**src/core/fmioc_pkg.sv**
```systemverilog
// constants shared by the flow meter io control block
`default_nettype none
package fmioc_pkg;
   // switching output functions, one-hot
   typedef enum logic [4:0] {
      FMIOC_FN_PULSE = 5'h01,
      FMIOC_FN_EMPTY = 5'h02,
      FMIOC_FN_DOSE = 5'h04,
      FMIOC_FN_LIMIT = 5'h08,
      FMIOC_FN_NEG = 5'h10
   } fmioc_fn_t;
   // control input functions
   typedef enum logic [1:0] {
      FMIOC_IN_DOSE = 2'h0,
      FMIOC_IN_OFFSET = 2'h1,
      FMIOC_IN_CNTRST = 2'h2,
      FMIOC_IN_CREEP = 2'h3
   } fmioc_infn_t;
   // menu states, one-hot
   typedef enum logic [3:0] {
      FMIOC_M_DISP = 4'h1,
      FMIOC_M_MENU = 4'h2,
      FMIOC_M_PASS = 4'h4,
      FMIOC_M_EDIT = 4'h8
   } fmioc_menu_t;
   // register indices
   localparam logic [3:0] FMIOC_A_OUT1 = 4'h0;
   localparam logic [3:0] FMIOC_A_OUT2 = 4'h1;
   localparam logic [3:0] FMIOC_A_INFN = 4'h2;
   localparam logic [3:0] FMIOC_A_PULSE = 4'h3;
   localparam logic [3:0] FMIOC_A_UPPER = 4'h4;
   localparam logic [3:0] FMIOC_A_LOWER = 4'h5;
   localparam logic [3:0] FMIOC_A_CREEP = 4'h6;
   localparam logic [3:0] FMIOC_A_LOOP = 4'h7;
   localparam logic [3:0] FMIOC_A_STATUS = 4'h8;
   localparam logic [3:0] FMIOC_A_TOTAL = 4'h9;
   localparam logic [3:0] FMIOC_A_OFFSET = 4'ha;
   localparam logic [3:0] FMIOC_A_PASSWD = 4'hb;
   localparam logic [3:0] FMIOC_A_MENU = 4'hc;
   localparam logic [3:0] FMIOC_A_CORR = 4'hd;
   // field positions of the output config register
   localparam int FMIOC_OC_LEVEL = 5;
   localparam int FMIOC_OC_SRC = 6;
   // pulse value in 0.1 ml, range 1..30000
   localparam logic [14:0] FMIOC_PULSE_MIN = 15'h0001;
   localparam logic [14:0] FMIOC_PULSE_MAX = 15'h7530;
   localparam logic [14:0] FMIOC_PULSE_RST = 15'h000a;
   localparam logic [16:0] FMIOC_PASS_RST = 17'h0a1c6;
   // loop codes in 0.1 mA
   localparam logic [7:0] FMIOC_MA_ALERT = 8'h23;
   localparam logic [7:0] FMIOC_MA_FOUR = 8'h28;
   localparam logic [7:0] FMIOC_MA_TWENTY = 8'hc8;
   localparam logic [7:0] FMIOC_MA_SPAN4 = 8'ha0;
   // pulse timing: 10 kHz max, half period high
   localparam int FMIOC_CLK_HZ = 20000000;
   localparam int FMIOC_PMAX_HZ = 10000;
   localparam int FMIOC_PHIGH_CYC = FMIOC_CLK_HZ / FMIOC_PMAX_HZ / 2;
   // relock after 5 minutes
   localparam int FMIOC_LOCK_MIN = 5;
   localparam longint FMIOC_LOCK_CYC = 64'(FMIOC_LOCK_MIN) * 60 * FMIOC_CLK_HZ;
   localparam int FMIOC_CORR_N = 8;
endpackage : fmioc_pkg
`default_nettype wire

```
**src/core/fmioc_top.sv**
```systemverilog
// switching outputs, control input, loop code and menu of the flow meter
// Functional notes
// RULE1: first output carries one selectable function
// RULE2: pulse per volume quantum 0.1..3000 ml
// RULE3: empty pipe output, configurable level
// RULE4: limit output, configurable level
// RULE5: negative flow output, configurable level
// RULE6: second output, sink/source, five functions
// RULE7: rising control edge starts dosing
// RULE8: rising control edge captures offset
// RULE9: rising control edge clears totalizer
// RULE10: high control input holds creeping off
// RULE11: loop 4-20 or 0-20 over limits
// RULE12: empty pipe forces 3.5 mA; the code forces it only in 4-20 mode with the loop enabled
// RULE13: eight interpolation points correct curve; the code uses one gain per flow band, no interpolation
// RULE14: confirm opens menu, arrows step
// RULE15: escape goes back, confirm accepts
// RULE16: edits need correct password first
// RULE17: default password 41414, tool only
// RULE18: unlock lasts 5 min after key
// RULE19: creeping hysteresis at 75 percent
// RULE20: pulse rate capped at 10 kHz
// RULE21: control input edge gives one pulse
// RULE22: accumulate volume, carry remainder
// RULE23: one function per output
`default_nettype none
module fmioc_top #(
   parameter longint LOCK_CYC = fmioc_pkg::FMIOC_LOCK_CYC
) (
   input wire logic clk,
   input wire logic rst,
   input wire logic [3:0] addr,
   input wire logic [31:0] wdata,
   input wire logic wr,
   input wire logic rd,
   output logic [31:0] rdata,
   input wire logic tool_wr,
   input wire logic [15:0] flow,
   input wire logic flow_neg,
   input wire logic [15:0] vol_inc,
   input wire logic vol_valid,
   input wire logic pipe_empty,
   input wire logic dose_busy,
   input wire logic control_input,
   input wire logic key_set,
   input wire logic key_esc,
   input wire logic key_up,
   input wire logic key_down,
   output logic first_switch_out,
   output logic second_switch_out,
   output logic second_switch_oe,
   output logic [7:0] current_loop_out,
   output logic dose_start,
   output logic offset_capture,
   output logic [15:0] corr_flow
);
   logic [6:0] out1_r, out2_r;
   logic [1:0] infn_r;
   logic [14:0] pulse_r;
   logic [15:0] upper_r, lower_r, creep_r;
   logic [1:0] loop_r;
   logic [16:0] pass_r;
   logic [31:0] total_r;
   logic [15:0] offset_r;
   logic [15:0] corr_r [fmioc_pkg::FMIOC_CORR_N];
   logic [16:0] entry_r;
   logic unlock_r;
   logic [38:0] lock_cnt_r;
   fmioc_pkg::fmioc_menu_t menu_r;
   logic [2:0] item_r;
   logic in_s1_r, in_s2_r, in_d_r;
   logic in_rise;
   logic creep_act_r;
   logic [17:0] acc_r;
   logic [11:0] phigh_cnt_r;
   logic [15:0] pend_r;
   logic pulse_lvl_r;
   logic any_key;
   logic total_clr;

   // only legal one-hot function codes stick; else pulse
   function automatic logic [4:0] fn_pick(input logic [4:0] v);
      case (v)
         fmioc_pkg::FMIOC_FN_PULSE, fmioc_pkg::FMIOC_FN_EMPTY, fmioc_pkg::FMIOC_FN_DOSE,
         fmioc_pkg::FMIOC_FN_LIMIT, fmioc_pkg::FMIOC_FN_NEG: fn_pick = v; // RULE23
         default: fn_pick = fmioc_pkg::FMIOC_FN_PULSE;
      endcase
   endfunction : fn_pick

   // level of an output for its selected function
   function automatic logic sw_level(input logic [6:0] cfg, input logic pl, input logic emp,
                                     input logic dose, input logic lim, input logic neg);
      logic act;
      act = 1'b0;
      case (cfg[4:0])
         fmioc_pkg::FMIOC_FN_PULSE: act = pl; // RULE2
         fmioc_pkg::FMIOC_FN_EMPTY: act = emp; // RULE3
         fmioc_pkg::FMIOC_FN_DOSE: act = dose;
         fmioc_pkg::FMIOC_FN_LIMIT: act = lim; // RULE4
         fmioc_pkg::FMIOC_FN_NEG: act = neg; // RULE5
         default: act = 1'b0;
      endcase
      // pulse has no level option; others may be active low
      if (cfg[4:0] == fmioc_pkg::FMIOC_FN_PULSE) begin
         sw_level = act;
      end else begin
         sw_level = act ^ ~cfg[fmioc_pkg::FMIOC_OC_LEVEL];
      end
   endfunction : sw_level

   assign any_key = key_set | key_esc | key_up | key_down;
   // single-cycle request per rising edge
   assign in_rise = in_s2_r & ~in_d_r; // RULE21

   always_ff @(posedge clk) begin
      if (rst) begin
         in_s1_r <= 1'b0;
         in_s2_r <= 1'b0;
         in_d_r <= 1'b0;
      end else begin
         in_s1_r <= control_input;
         in_s2_r <= in_s1_r;
         in_d_r <= in_s2_r;
      end
   end

   always_ff @(posedge clk) begin
      if (rst) begin
         dose_start <= 1'b0;
         offset_capture <= 1'b0;
      end else begin
         dose_start <= in_rise && infn_r == fmioc_pkg::FMIOC_IN_DOSE; // RULE7
         offset_capture <= in_rise && infn_r == fmioc_pkg::FMIOC_IN_OFFSET; // RULE8
      end
   end

   always_ff @(posedge clk) begin
      if (rst) begin
         offset_r <= 16'h0000;
      end else if (in_rise && infn_r == fmioc_pkg::FMIOC_IN_OFFSET) begin
         offset_r <= flow; // RULE8
      end
   end

   // creeping suppression with hysteresis; held off by the input
   always_ff @(posedge clk) begin
      if (rst) begin
         creep_act_r <= 1'b1;
      end else if (infn_r == fmioc_pkg::FMIOC_IN_CREEP && in_s2_r) begin
         creep_act_r <= 1'b0; // RULE10
      end else if ({2'h0, flow} < ({2'h0, creep_r} * 18'h3) >> 2) begin
         creep_act_r <= 1'b1; // RULE19
      end else if (flow > creep_r) begin
         creep_act_r <= 1'b0; // RULE19
      end
   end

   assign total_clr = in_rise && infn_r == fmioc_pkg::FMIOC_IN_CNTRST;

   always_ff @(posedge clk) begin
      if (rst) begin
         total_r <= 32'h0000_0000;
      end else if (total_clr) begin
         total_r <= 32'h0000_0000; // RULE9
      end else if (vol_valid && !creep_act_r && !flow_neg) begin
         total_r <= total_r + {16'h0000, vol_inc};
      end
   end

   // volume accumulator in 0.1 ml, remainder carried
   always_ff @(posedge clk) begin
      if (rst) begin
         acc_r <= 18'h00000;
         pend_r <= 16'h0000;
      end else begin
         logic [18:0] sum;
         logic inc, dec;
         sum = {1'b0, acc_r} + ((vol_valid && !creep_act_r && !flow_neg) ? {3'h0, vol_inc} : 19'h0);
         inc = sum >= {4'h0, pulse_r};
         dec = phigh_cnt_r == 12'h000 && pend_r != 16'h0000 && !pulse_lvl_r;
         acc_r <= inc ? 18'(sum - {4'h0, pulse_r}) : sum[17:0]; // RULE22
         pend_r <= pend_r + {15'h0000, inc} - {15'h0000, dec};
      end
   end

   // pulses queued and paced so rate never exceeds the cap
   always_ff @(posedge clk) begin
      if (rst) begin
         phigh_cnt_r <= 12'h000;
         pulse_lvl_r <= 1'b0;
      end else if (phigh_cnt_r != 12'h000) begin
         phigh_cnt_r <= phigh_cnt_r - 12'h001; // RULE20
      end else if (pulse_lvl_r) begin
         pulse_lvl_r <= 1'b0;
         phigh_cnt_r <= 12'(fmioc_pkg::FMIOC_PHIGH_CYC - 1); // RULE20
      end else if (pend_r != 16'h0000) begin
         pulse_lvl_r <= 1'b1; // RULE2
         phigh_cnt_r <= 12'(fmioc_pkg::FMIOC_PHIGH_CYC - 1);
      end
   end

   always_ff @(posedge clk) begin
      logic lim;
      lim = flow >= upper_r || flow <= lower_r;
      if (rst) begin
         first_switch_out <= 1'b0;
         second_switch_out <= 1'b0;
         second_switch_oe <= 1'b0;
      end else begin
         first_switch_out <= sw_level(out1_r, pulse_lvl_r, pipe_empty, dose_busy, lim, flow_neg); // RULE1
         // sink drives low only, source drives high only
         second_switch_out <= sw_level(out2_r, pulse_lvl_r, pipe_empty, dose_busy, lim, flow_neg); // RULE6
         second_switch_oe <= sw_level(out2_r, pulse_lvl_r, pipe_empty, dose_busy, lim, flow_neg)
                             == out2_r[fmioc_pkg::FMIOC_OC_SRC]; // RULE6
      end
   end

   // loop code in 0.1 mA
   always_ff @(posedge clk) begin
      logic [31:0] num;
      logic [15:0] span;
      span = upper_r - lower_r;
      num = 32'h0;
      if (flow > lower_r && span != 16'h0000) begin
         num = ({16'h0, flow - lower_r} * {24'h0, loop_r[0] ? fmioc_pkg::FMIOC_MA_SPAN4
                                                            : fmioc_pkg::FMIOC_MA_TWENTY}) / {16'h0, span};
      end
      if (rst) begin
         current_loop_out <= 8'h00;
      end else if (!loop_r[1]) begin
         current_loop_out <= 8'h00;
      end else if (pipe_empty && loop_r[0]) begin
         current_loop_out <= fmioc_pkg::FMIOC_MA_ALERT; // RULE12
      end else if (creep_act_r || flow <= lower_r) begin
         current_loop_out <= loop_r[0] ? fmioc_pkg::FMIOC_MA_FOUR : 8'h00; // RULE11
      end else if (flow >= upper_r) begin
         current_loop_out <= fmioc_pkg::FMIOC_MA_TWENTY; // RULE11
      end else begin
         current_loop_out <= 8'((loop_r[0] ? {24'h0, fmioc_pkg::FMIOC_MA_FOUR} : 32'h0) + num); // RULE11
      end
   end

   // curve correction: points are gains in 1/256 over eight flow bands
   always_ff @(posedge clk) begin
      logic [31:0] p;
      p = {16'h0, flow} * {16'h0, corr_r[flow[15:13]]};
      if (rst) begin
         corr_flow <= 16'h0000;
      end else begin
         corr_flow <= p[23:8]; // RULE13
      end
   end

   // menu: display, menu, password entry, edit
   always_ff @(posedge clk) begin
      if (rst) begin
         menu_r <= fmioc_pkg::FMIOC_M_DISP;
         item_r <= 3'h0;
         entry_r <= 17'h00000;
      end else begin
         case (menu_r)
            fmioc_pkg::FMIOC_M_DISP: if (key_set) menu_r <= fmioc_pkg::FMIOC_M_MENU; // RULE14
            fmioc_pkg::FMIOC_M_MENU: begin
               if (key_esc) menu_r <= fmioc_pkg::FMIOC_M_DISP; // RULE15
               else if (key_up) item_r <= item_r + 3'h1; // RULE14
               else if (key_down) item_r <= item_r - 3'h1;
               else if (key_set) begin
                  entry_r <= 17'h00000;
                  menu_r <= unlock_r ? fmioc_pkg::FMIOC_M_EDIT : fmioc_pkg::FMIOC_M_PASS; // RULE16
               end
            end
            fmioc_pkg::FMIOC_M_PASS: begin
               if (key_esc) menu_r <= fmioc_pkg::FMIOC_M_MENU; // RULE15
               else if (key_up) entry_r <= entry_r + 17'h00001;
               else if (key_down) entry_r <= entry_r - 17'h00001;
               else if (key_set) menu_r <= entry_r == pass_r ? fmioc_pkg::FMIOC_M_EDIT
                                                             : fmioc_pkg::FMIOC_M_MENU; // RULE16
            end
            fmioc_pkg::FMIOC_M_EDIT: begin
               if (!unlock_r || key_esc || key_set) menu_r <= fmioc_pkg::FMIOC_M_MENU; // RULE15
            end
            default: menu_r <= fmioc_pkg::FMIOC_M_DISP;
         endcase
      end
   end

   // unlock held until 5 minutes without any key
   always_ff @(posedge clk) begin
      if (rst) begin
         unlock_r <= 1'b0;
         lock_cnt_r <= 39'h0;
      end else if (menu_r == fmioc_pkg::FMIOC_M_PASS && key_set && entry_r == pass_r) begin
         unlock_r <= 1'b1;
         lock_cnt_r <= 39'h0;
      end else if (any_key) begin
         lock_cnt_r <= 39'h0; // RULE18
      end else if (unlock_r) begin
         if (lock_cnt_r >= 39'(LOCK_CYC - 1)) begin
            unlock_r <= 1'b0; // RULE18
         end else begin
            lock_cnt_r <= lock_cnt_r + 39'h1;
         end
      end
   end

   // edit path writes the pulse value; others go through the bus
   always_ff @(posedge clk) begin
      if (rst) begin
         out1_r <= {2'h0, 5'(fmioc_pkg::FMIOC_FN_PULSE)};
         out2_r <= {2'h0, 5'(fmioc_pkg::FMIOC_FN_EMPTY)};
         infn_r <= fmioc_pkg::FMIOC_IN_DOSE;
         pulse_r <= fmioc_pkg::FMIOC_PULSE_RST;
         upper_r <= 16'hffff;
         lower_r <= 16'h0000;
         creep_r <= 16'h0000;
         loop_r <= 2'h3;
         pass_r <= fmioc_pkg::FMIOC_PASS_RST; // RULE17
      end else if (menu_r == fmioc_pkg::FMIOC_M_EDIT && unlock_r && (key_up || key_down)) begin
         if (key_up && pulse_r < fmioc_pkg::FMIOC_PULSE_MAX) pulse_r <= pulse_r + 15'h0001; // RULE14
         else if (key_down && pulse_r > fmioc_pkg::FMIOC_PULSE_MIN) pulse_r <= pulse_r - 15'h0001;
      end else if (wr) begin
         case (addr)
            fmioc_pkg::FMIOC_A_OUT1: out1_r <= {wdata[6:5], fn_pick(wdata[4:0])}; // RULE23
            fmioc_pkg::FMIOC_A_OUT2: out2_r <= {wdata[6:5], fn_pick(wdata[4:0])}; // RULE23
            fmioc_pkg::FMIOC_A_INFN: infn_r <= fmioc_pkg::fmioc_infn_t'(wdata[1:0]);
            fmioc_pkg::FMIOC_A_PULSE: if (wdata[14:0] >= fmioc_pkg::FMIOC_PULSE_MIN &&
                                          wdata[14:0] <= fmioc_pkg::FMIOC_PULSE_MAX)
               pulse_r <= wdata[14:0]; // RULE2
            fmioc_pkg::FMIOC_A_UPPER: upper_r <= wdata[15:0];
            fmioc_pkg::FMIOC_A_LOWER: lower_r <= wdata[15:0];
            fmioc_pkg::FMIOC_A_CREEP: creep_r <= wdata[15:0];
            fmioc_pkg::FMIOC_A_LOOP: loop_r <= wdata[1:0];
            // password only from the tool port
            fmioc_pkg::FMIOC_A_PASSWD: if (tool_wr) pass_r <= wdata[16:0]; // RULE17
            default: ;
         endcase
      end
   end

   // correction table, write data bits 18:16 pick point
   genvar gi;
   generate
      for (gi = 0; gi < fmioc_pkg::FMIOC_CORR_N; gi++) begin : g_corr
         always_ff @(posedge clk) begin
            if (rst) begin
               corr_r[gi] <= 16'h0100;
            end else if (wr && addr == fmioc_pkg::FMIOC_A_CORR && wdata[18:16] == 3'(gi)) begin
               corr_r[gi] <= wdata[15:0]; // RULE13
            end
         end
      end
   endgenerate

   always_ff @(posedge clk) begin
      if (rst) begin
         rdata <= 32'h0;
      end else if (rd) begin
         case (addr)
            fmioc_pkg::FMIOC_A_OUT1: rdata <= {25'h0, out1_r};
            fmioc_pkg::FMIOC_A_OUT2: rdata <= {25'h0, out2_r};
            fmioc_pkg::FMIOC_A_INFN: rdata <= {30'h0, infn_r};
            fmioc_pkg::FMIOC_A_PULSE: rdata <= {17'h0, pulse_r};
            fmioc_pkg::FMIOC_A_UPPER: rdata <= {16'h0, upper_r};
            fmioc_pkg::FMIOC_A_LOWER: rdata <= {16'h0, lower_r};
            fmioc_pkg::FMIOC_A_CREEP: rdata <= {16'h0, creep_r};
            fmioc_pkg::FMIOC_A_LOOP: rdata <= {30'h0, loop_r};
            fmioc_pkg::FMIOC_A_STATUS: rdata <= {26'h0, unlock_r, creep_act_r, pulse_lvl_r, in_s2_r,
                                                 pipe_empty, flow_neg};
            fmioc_pkg::FMIOC_A_TOTAL: rdata <= total_r;
            fmioc_pkg::FMIOC_A_OFFSET: rdata <= {16'h0, offset_r};
            fmioc_pkg::FMIOC_A_MENU: rdata <= {25'h0, item_r, menu_r};
            default: rdata <= 32'h0;
         endcase
      end else begin
         rdata <= 32'h0;
      end
   end
endmodule : fmioc_top
`default_nettype wire

```
**config.mk**
```make
export PLATFORM = sky130hd
export DESIGN_NAME = fmioc_top
export DESIGN_NICKNAME = d
export VERILOG_FILES = /design/src/core/fmioc_pkg.sv /design/src/core/fmioc_top.sv
export SDC_FILE = /design/constraint.sdc
export NUM_CORES = 2
export LEC_CHECK = 0
export BUFFER_PORTS_ARGS = -buffer_cell sky130_fd_sc_hd__buf_2
export CAP_MARGIN = 10
export CORE_ASPECT_RATIO = 1.1
export CORE_MARGIN = 4
export CORE_UTILIZATION = 30
export CTS_BUF_LIST = sky130_fd_sc_hd__clkbuf_4
export CTS_CLUSTER_DIAMETER = 60
export DETAILED_ROUTE_END_ITERATION = 12
export GPL_ROUTABILITY_DRIVEN = 1
export SYNTH_ARGS = -nofsm -noshare
export SYNTH_HDL_FRONTEND = slang
export SYNTH_SLANG_ARGS = --single-unit
```
**constraint.sdc**
```tcl
create_clock -name clk -period 133.9 [get_ports clk]
set_input_delay 13.39 -clock clk [delete_from_list [all_inputs] [get_ports clk]]
set_output_delay 13.39 -clock clk [all_outputs]
set_load 0.02 [all_outputs]
```
# == Word level (Yosys, flattened, before mapping) ==
# Memories as Yosys holds them, arrays and structs flattened.
# Index checks and enable logic that the tools add are counted.
# W data, S select, Z words.
# totals
ff_bits,322
mem_bits_rw,128
inputBits,82
out_inout_bits,61
elab_cells,308
n_memories,1
# classes
addsub,16
n_mul,3
div_mod_pow,1
magnitude_cmp,11
n_eq_ne,60
muxes,93
bitwise,22
reduce_logical,68
# mem_list
memory,words,width,rd,rd_clocked_by_memory_dff,write_ports,line,rtl
corr_r,8,16,1,0,8,fmioc_top.sv:65,logic [15:0] corr_r [fmioc_pkg::FMIOC_CORR_N];
# ops
operator,n
$pmux W32 S12,1
$mux W16,9
$mux W17,7
$mux W15,6
$mux W4,12
$mux W1,40
$add A39 B1 Y39 const B,1
$ge A39 B33 Y1 const B,1
$mux W12,3
$pmux W17 S2,1
$add A32 B16 Y32,1
$div A24 B16 Y32,1
$gt A16 B16 Y1,2
$reduce_bool A16 Y1,2
$sub A16 B16 Y16,2
$eq A4 B4 Y1 const B,7
$logic_and A1 B1 Y1,26
$mul A16 B16 Y24,1
$mul A16 B8 Y24,1
$mux W8,3
$reduce_and A3 Y1,8
$ne A3 B3 Y1 const B,7
$eq A4 B3 Y1 const B,5
$add A18 B16 Y19,1
other kinds (64),126

# == Logic depth before layout (Yosys ltp) ==
# logic_depth
depth_word,8
ltp_mapped,496
mapped_depth_nobuf,456

# == Least setup slack after synthesis ==
# OpenSTA, ideal clock, no wires.
# synth_timing
kind,input -> register
startpoint,in flow[1]
endpoint,reg current_loop_out[0]
setup_time_ps,120
t_arrival_ps,97505
required_time_ps,133780
path_slack_ps,36275
path_stages,449
n_path_buf,43
cell_sequence,ha_1 -> nor2b_1 -> o21ai_0 -> nand2b_1 -> a21o_1 -> a21o_1 -> a21o_1 -> a21o_1 -> a21oi_1 -> nor2_1 -> o21ai_0 -> nand2b_1 -> a21o_1 -> xor2_1 -> and2_1 -> fa_1 -> inv_1 -> fa_1 -> [... 413 more ...] -> buf_4 -> mux2i_1 -> o21ai_1 -> ha_1 -> a21o_1 -> a21o_1 -> a21oi_1 -> nor2b_1 -> o21ai_0 -> nand2b_1 -> a21oi_1 -> or3_1 -> o2111ai_1 -> nor2_1 -> o211ai_1 -> nor3_1 -> o21ai_1 -> o31a_1
# synth_via
elab_chain_len,8
elab_cells_between_ends,13
classes_between,add/sub (2); mul (1); div (1); order compare (3); mux (4); reduce/logical (2)
# synth_rtl
element,line,rtl
from (decl),fmioc_top.sv:38,"input wire logic [15:0] flow,"
$sub A16 B16 Y16,fmioc_top.sv:225,"num = ({16'h0, flow - lower_r} * {24'h0, loop_r[0] ? fmioc_pkg::FMIOC_MA_SPAN4"
$mul A16 B8 Y24,fmioc_top.sv:225,
$div A24 B16 Y32,fmioc_top.sv:226,": fmioc_pkg::FMIOC_MA_TWENTY}) / {16'h0, span};"
$mux W8,fmioc_top.sv:224,if (flow > lower_r && span != 16'h0000) begin
$add A6 B8 Y8,fmioc_top.sv:239,"current_loop_out <= 8'((loop_r[0] ? {24'h0, fmioc_pkg::FMIOC_MA_FOUR} : 32'h0) + num);"
$mux W8,fmioc_top.sv:236,end else if (flow >= upper_r) begin
$mux W8 (*),fmioc_top.sv:234,end else if (creep_act_r || flow <= lower_r) begin
$mux W6 (*),fmioc_top.sv:232,end else if (pipe_empty && loop_r[0]) begin
to (signal assigned),fmioc_top.sv:233,current_loop_out <= fmioc_pkg::FMIOC_MA_ALERT;
to (signal assigned),fmioc_top.sv:235,current_loop_out <= loop_r[0] ? fmioc_pkg::FMIOC_MA_FOUR : 8'h00;
to (signal assigned),fmioc_top.sv:239,
to (decl),fmioc_top.sv:52,"output logic [7:0] current_loop_out,"
# Every way passes the cells marked *; elsewhere a longest branch is shown, timed or not.
# A chain may end at the register's enable or synchronous reset.

# == Worst setup path after layout ==
# layout_timing
startpoint,in flow[0]
endpoint,reg current_loop_out[0]
# The elaborated chain is that of the path after synthesis.

==> results.toml <==
[outcome]
outcome = "finished clean"

[synth]
synth_area_leaders = "ha_1 (15%), dfxtp_1 (11%), fa_1 (7.2%)"
ys_types = 127
ys_warn_count = 0
synth-main-ff-cell = "dfxtp_1"
seq_area_frac_synth_pct = 18.1
synth_top_cell_by_area = "ha_1"
syn_inst = 7082
syn_area_um2 = 56800
synthArstFlopShare_pct = 0
ys_ff_latch = 450
synth-edff-count = 128
netlist.area_leader.share_pct = 15.3
avgSynthCellArea_um2 = 8.02

[placement]
place.gp.congestion = 0.874
dp.final_hpwl_mm = 132
io_buffers = 129

[route]
drt-initial-drc-count = 3382
postRouteAntennaNets = 0
dr.pass1.iters = 6
via_per_inst = 5.33
routedWlPerCell_um = 17.5
routed_wl_mm = 172
vias = 52385
drcViolationCount = 0

[clocking]
clock_latency_ps = 1010
cts_root_buf = "clkbuf_4"
ctsHoldBuffers = 0
cts_tree = "yes"
cts-buffers-inserted = 112
clockBufferDepth = 3
post_cts_buffers = 0
cts_htree_levels = 3
clock_sinks = 450
clk_pin_slew_ps = 70
cts_resized = 0

[setup_path]
r2r_setup_slack_ps = 32630
slowest_delay_ps = 640
path_max_fanout = 42
critPathRequiredTime_ps = 134720
crit_top_cell = "o21a_1"
reg2reg_depth = 434
worstPathArrival_ps = 107680
cp-start-kind = "input port"
cp_slowest_cell = "a21oi_1"
rr_endpoint = "current_loop_out[0]"
critPathKind = "input port to flip-flop"
r2r-start = "lower_r[0]"
worstSetupEndpointType = "flip-flop"

[sta]
fin_tns_setup_ps = 0
setup_viol = 0
fin_crit_sh_pct = 79.8
worst_pin_slew_ps = 1180
fin_skew_ps = 104
max_clock_freq_mhz = 9.36
slew_headroom_pct = 21.0
slew_violations = 0
hold_violations = 0
rsz0062_at_grt = "no"
min_period_ps = 106870

[global_routing]
grt.total_usage_pct = 17.0
grt_start_max_net_pins = 79
antenna_found_initial = 24
overflow = 0
grt_pass1_vias = 51557
grt_pass1_wl_mm = 275

[floorplan]
ios = 143
rows = 167
die-area_um2 = 196000
initial_utilization_pct = 30.2
core_area_um2 = 188000
dieWidth_um = 423
dieHeight_um = 464

[layout]
finish.net_count = 8141
layout_common_cells = "nand2_1 (712), ha_1 (693), nor2_1 (534)"
fillCellCount = 19810
final_common_cell = "nand2_1"
syn2layout_area_growth_pct = 9.23
drive_above_1_share_pct = 9.35

[hold_path]
hold_start = "offset_r[4]"
worstHoldPathCells = 2
whs_endpoint = "offset_r[4]"
hp-class = "flip-flop to flip-flop"

[flow_run]
cap_violations = 0
-- cells in the mapped netlist, drive strengths merged, types with 181 or more instances --
library cell,n
a21oi,536
and2,225
clkbuf,236
dfxtp,322
fa,205
ha,694
inv,521
nand2,714
nor2,537
nor3,255
o21ai,287
xnor2,243
xor2,181
-- worst max-delay path: cells and delay by family --
family                   cells  cell delay (ps)
AO/OA/AOI/OAI              264            55870
multiplexers                 5             1740
AND/OR/NAND/NOR             96            21520
buffers and inverters       26             4830
adder cells (fa/ha/maj)     30             9420
XOR/XNOR                     2              550
-- state kept, by name, summed over array words and instances, names as in the netlist, 17 cells and up --
| name | flops |
|---|---|
| acc_r | 18 |
| lock_cnt_r | 39 |
| total_r | 32 |
| rdata | 32 |
| corr_r | 128 |
| entry_r | 17 |
| pass_r | 17 |
-- through the flow --
| step | setup slack (ps) | util [%] | hold WS [ps] | cell area [um^2] | std cells |
|---|---|---|---|---|---|
| 2_1_floorplan | 36280 | - | 414 | 56800 | 7090 |
| 3_3_place_gp | 27950 | 32.1 | 441 | 60500 | 9580 |
| 3_5_place_dp | 27220 | 32.1 | 447 | 60500 | 9580 |
| 4_1_cts | 27800 | 32.9 | 456 | 61900 | 9789 |
| 5_1_grt | 19310 | 32.9 | 474 | 62000 | 9816 |
| 6_report | 27030 | 32.9 | 457 | 62000 | 9821 |
-- layout make-up --
cell class	count	area, um^2	share of cell area (%)
Multi-Input combinational cell	5849	43700	70.4
Sequential cell	450	10300	16.6
Tap cell	2535	3170	5.11
Inverter	523	1960	3.16
Timing Repair Buffer	224	1370	2.21
Clock buffer	159	1190	1.92
Clock inverter	50	289	0.466
Antenna cell	31	77.6	0.125
-- worst max-delay path by stage --
stage	start	to	cells past startpoint
after CTS	flow[0]	current_loop_out[0]	424
after global placement	flow[0]	current_loop_out[0]	424
after global routing	flow[0]	current_loop_out[0]	426
after detailed placement	flow[0]	current_loop_out[0]	424
final	flow[0]	current_loop_out[0]	423
after floorplan	flow[1]	current_loop_out[0]	449
-- kinds of logic (layout without fill, tap and decap cells) --
| kind of cell | count (synthesis) | in the layout | share of synthesized area [%] |
|---|---|---|---|
| other | 2 | 41 | 0.0132 |
| XOR/XNOR | 424 | 424 | 6.55 |
| adder cells (fa/ha/maj) | 899 | 899 | 22.5 |
| AO/OA/AOI/OAI | 1891 | 1891 | 22.3 |
| flip-flops | 450 | 450 | 18.1 |
| multiplexers | 177 | 177 | 4.02 |
| AND/OR/NAND/NOR | 2448 | 2448 | 21.2 |
| buffers and inverters | 791 | 956 | 5.31 |
-- metal layers --
layer,global-route usage (%),wire [um],vias up
li1,-,-,25650
met1,20.7,73400,25091
met2,29.8,83300,1313
met3,2.56,8570,319
met4,7.14,6800,12
met5,0,92,-
Power is left out: the tool's default activity adds up to more than one toggle a clock period on the data nets, which glitch-free logic cannot reach.
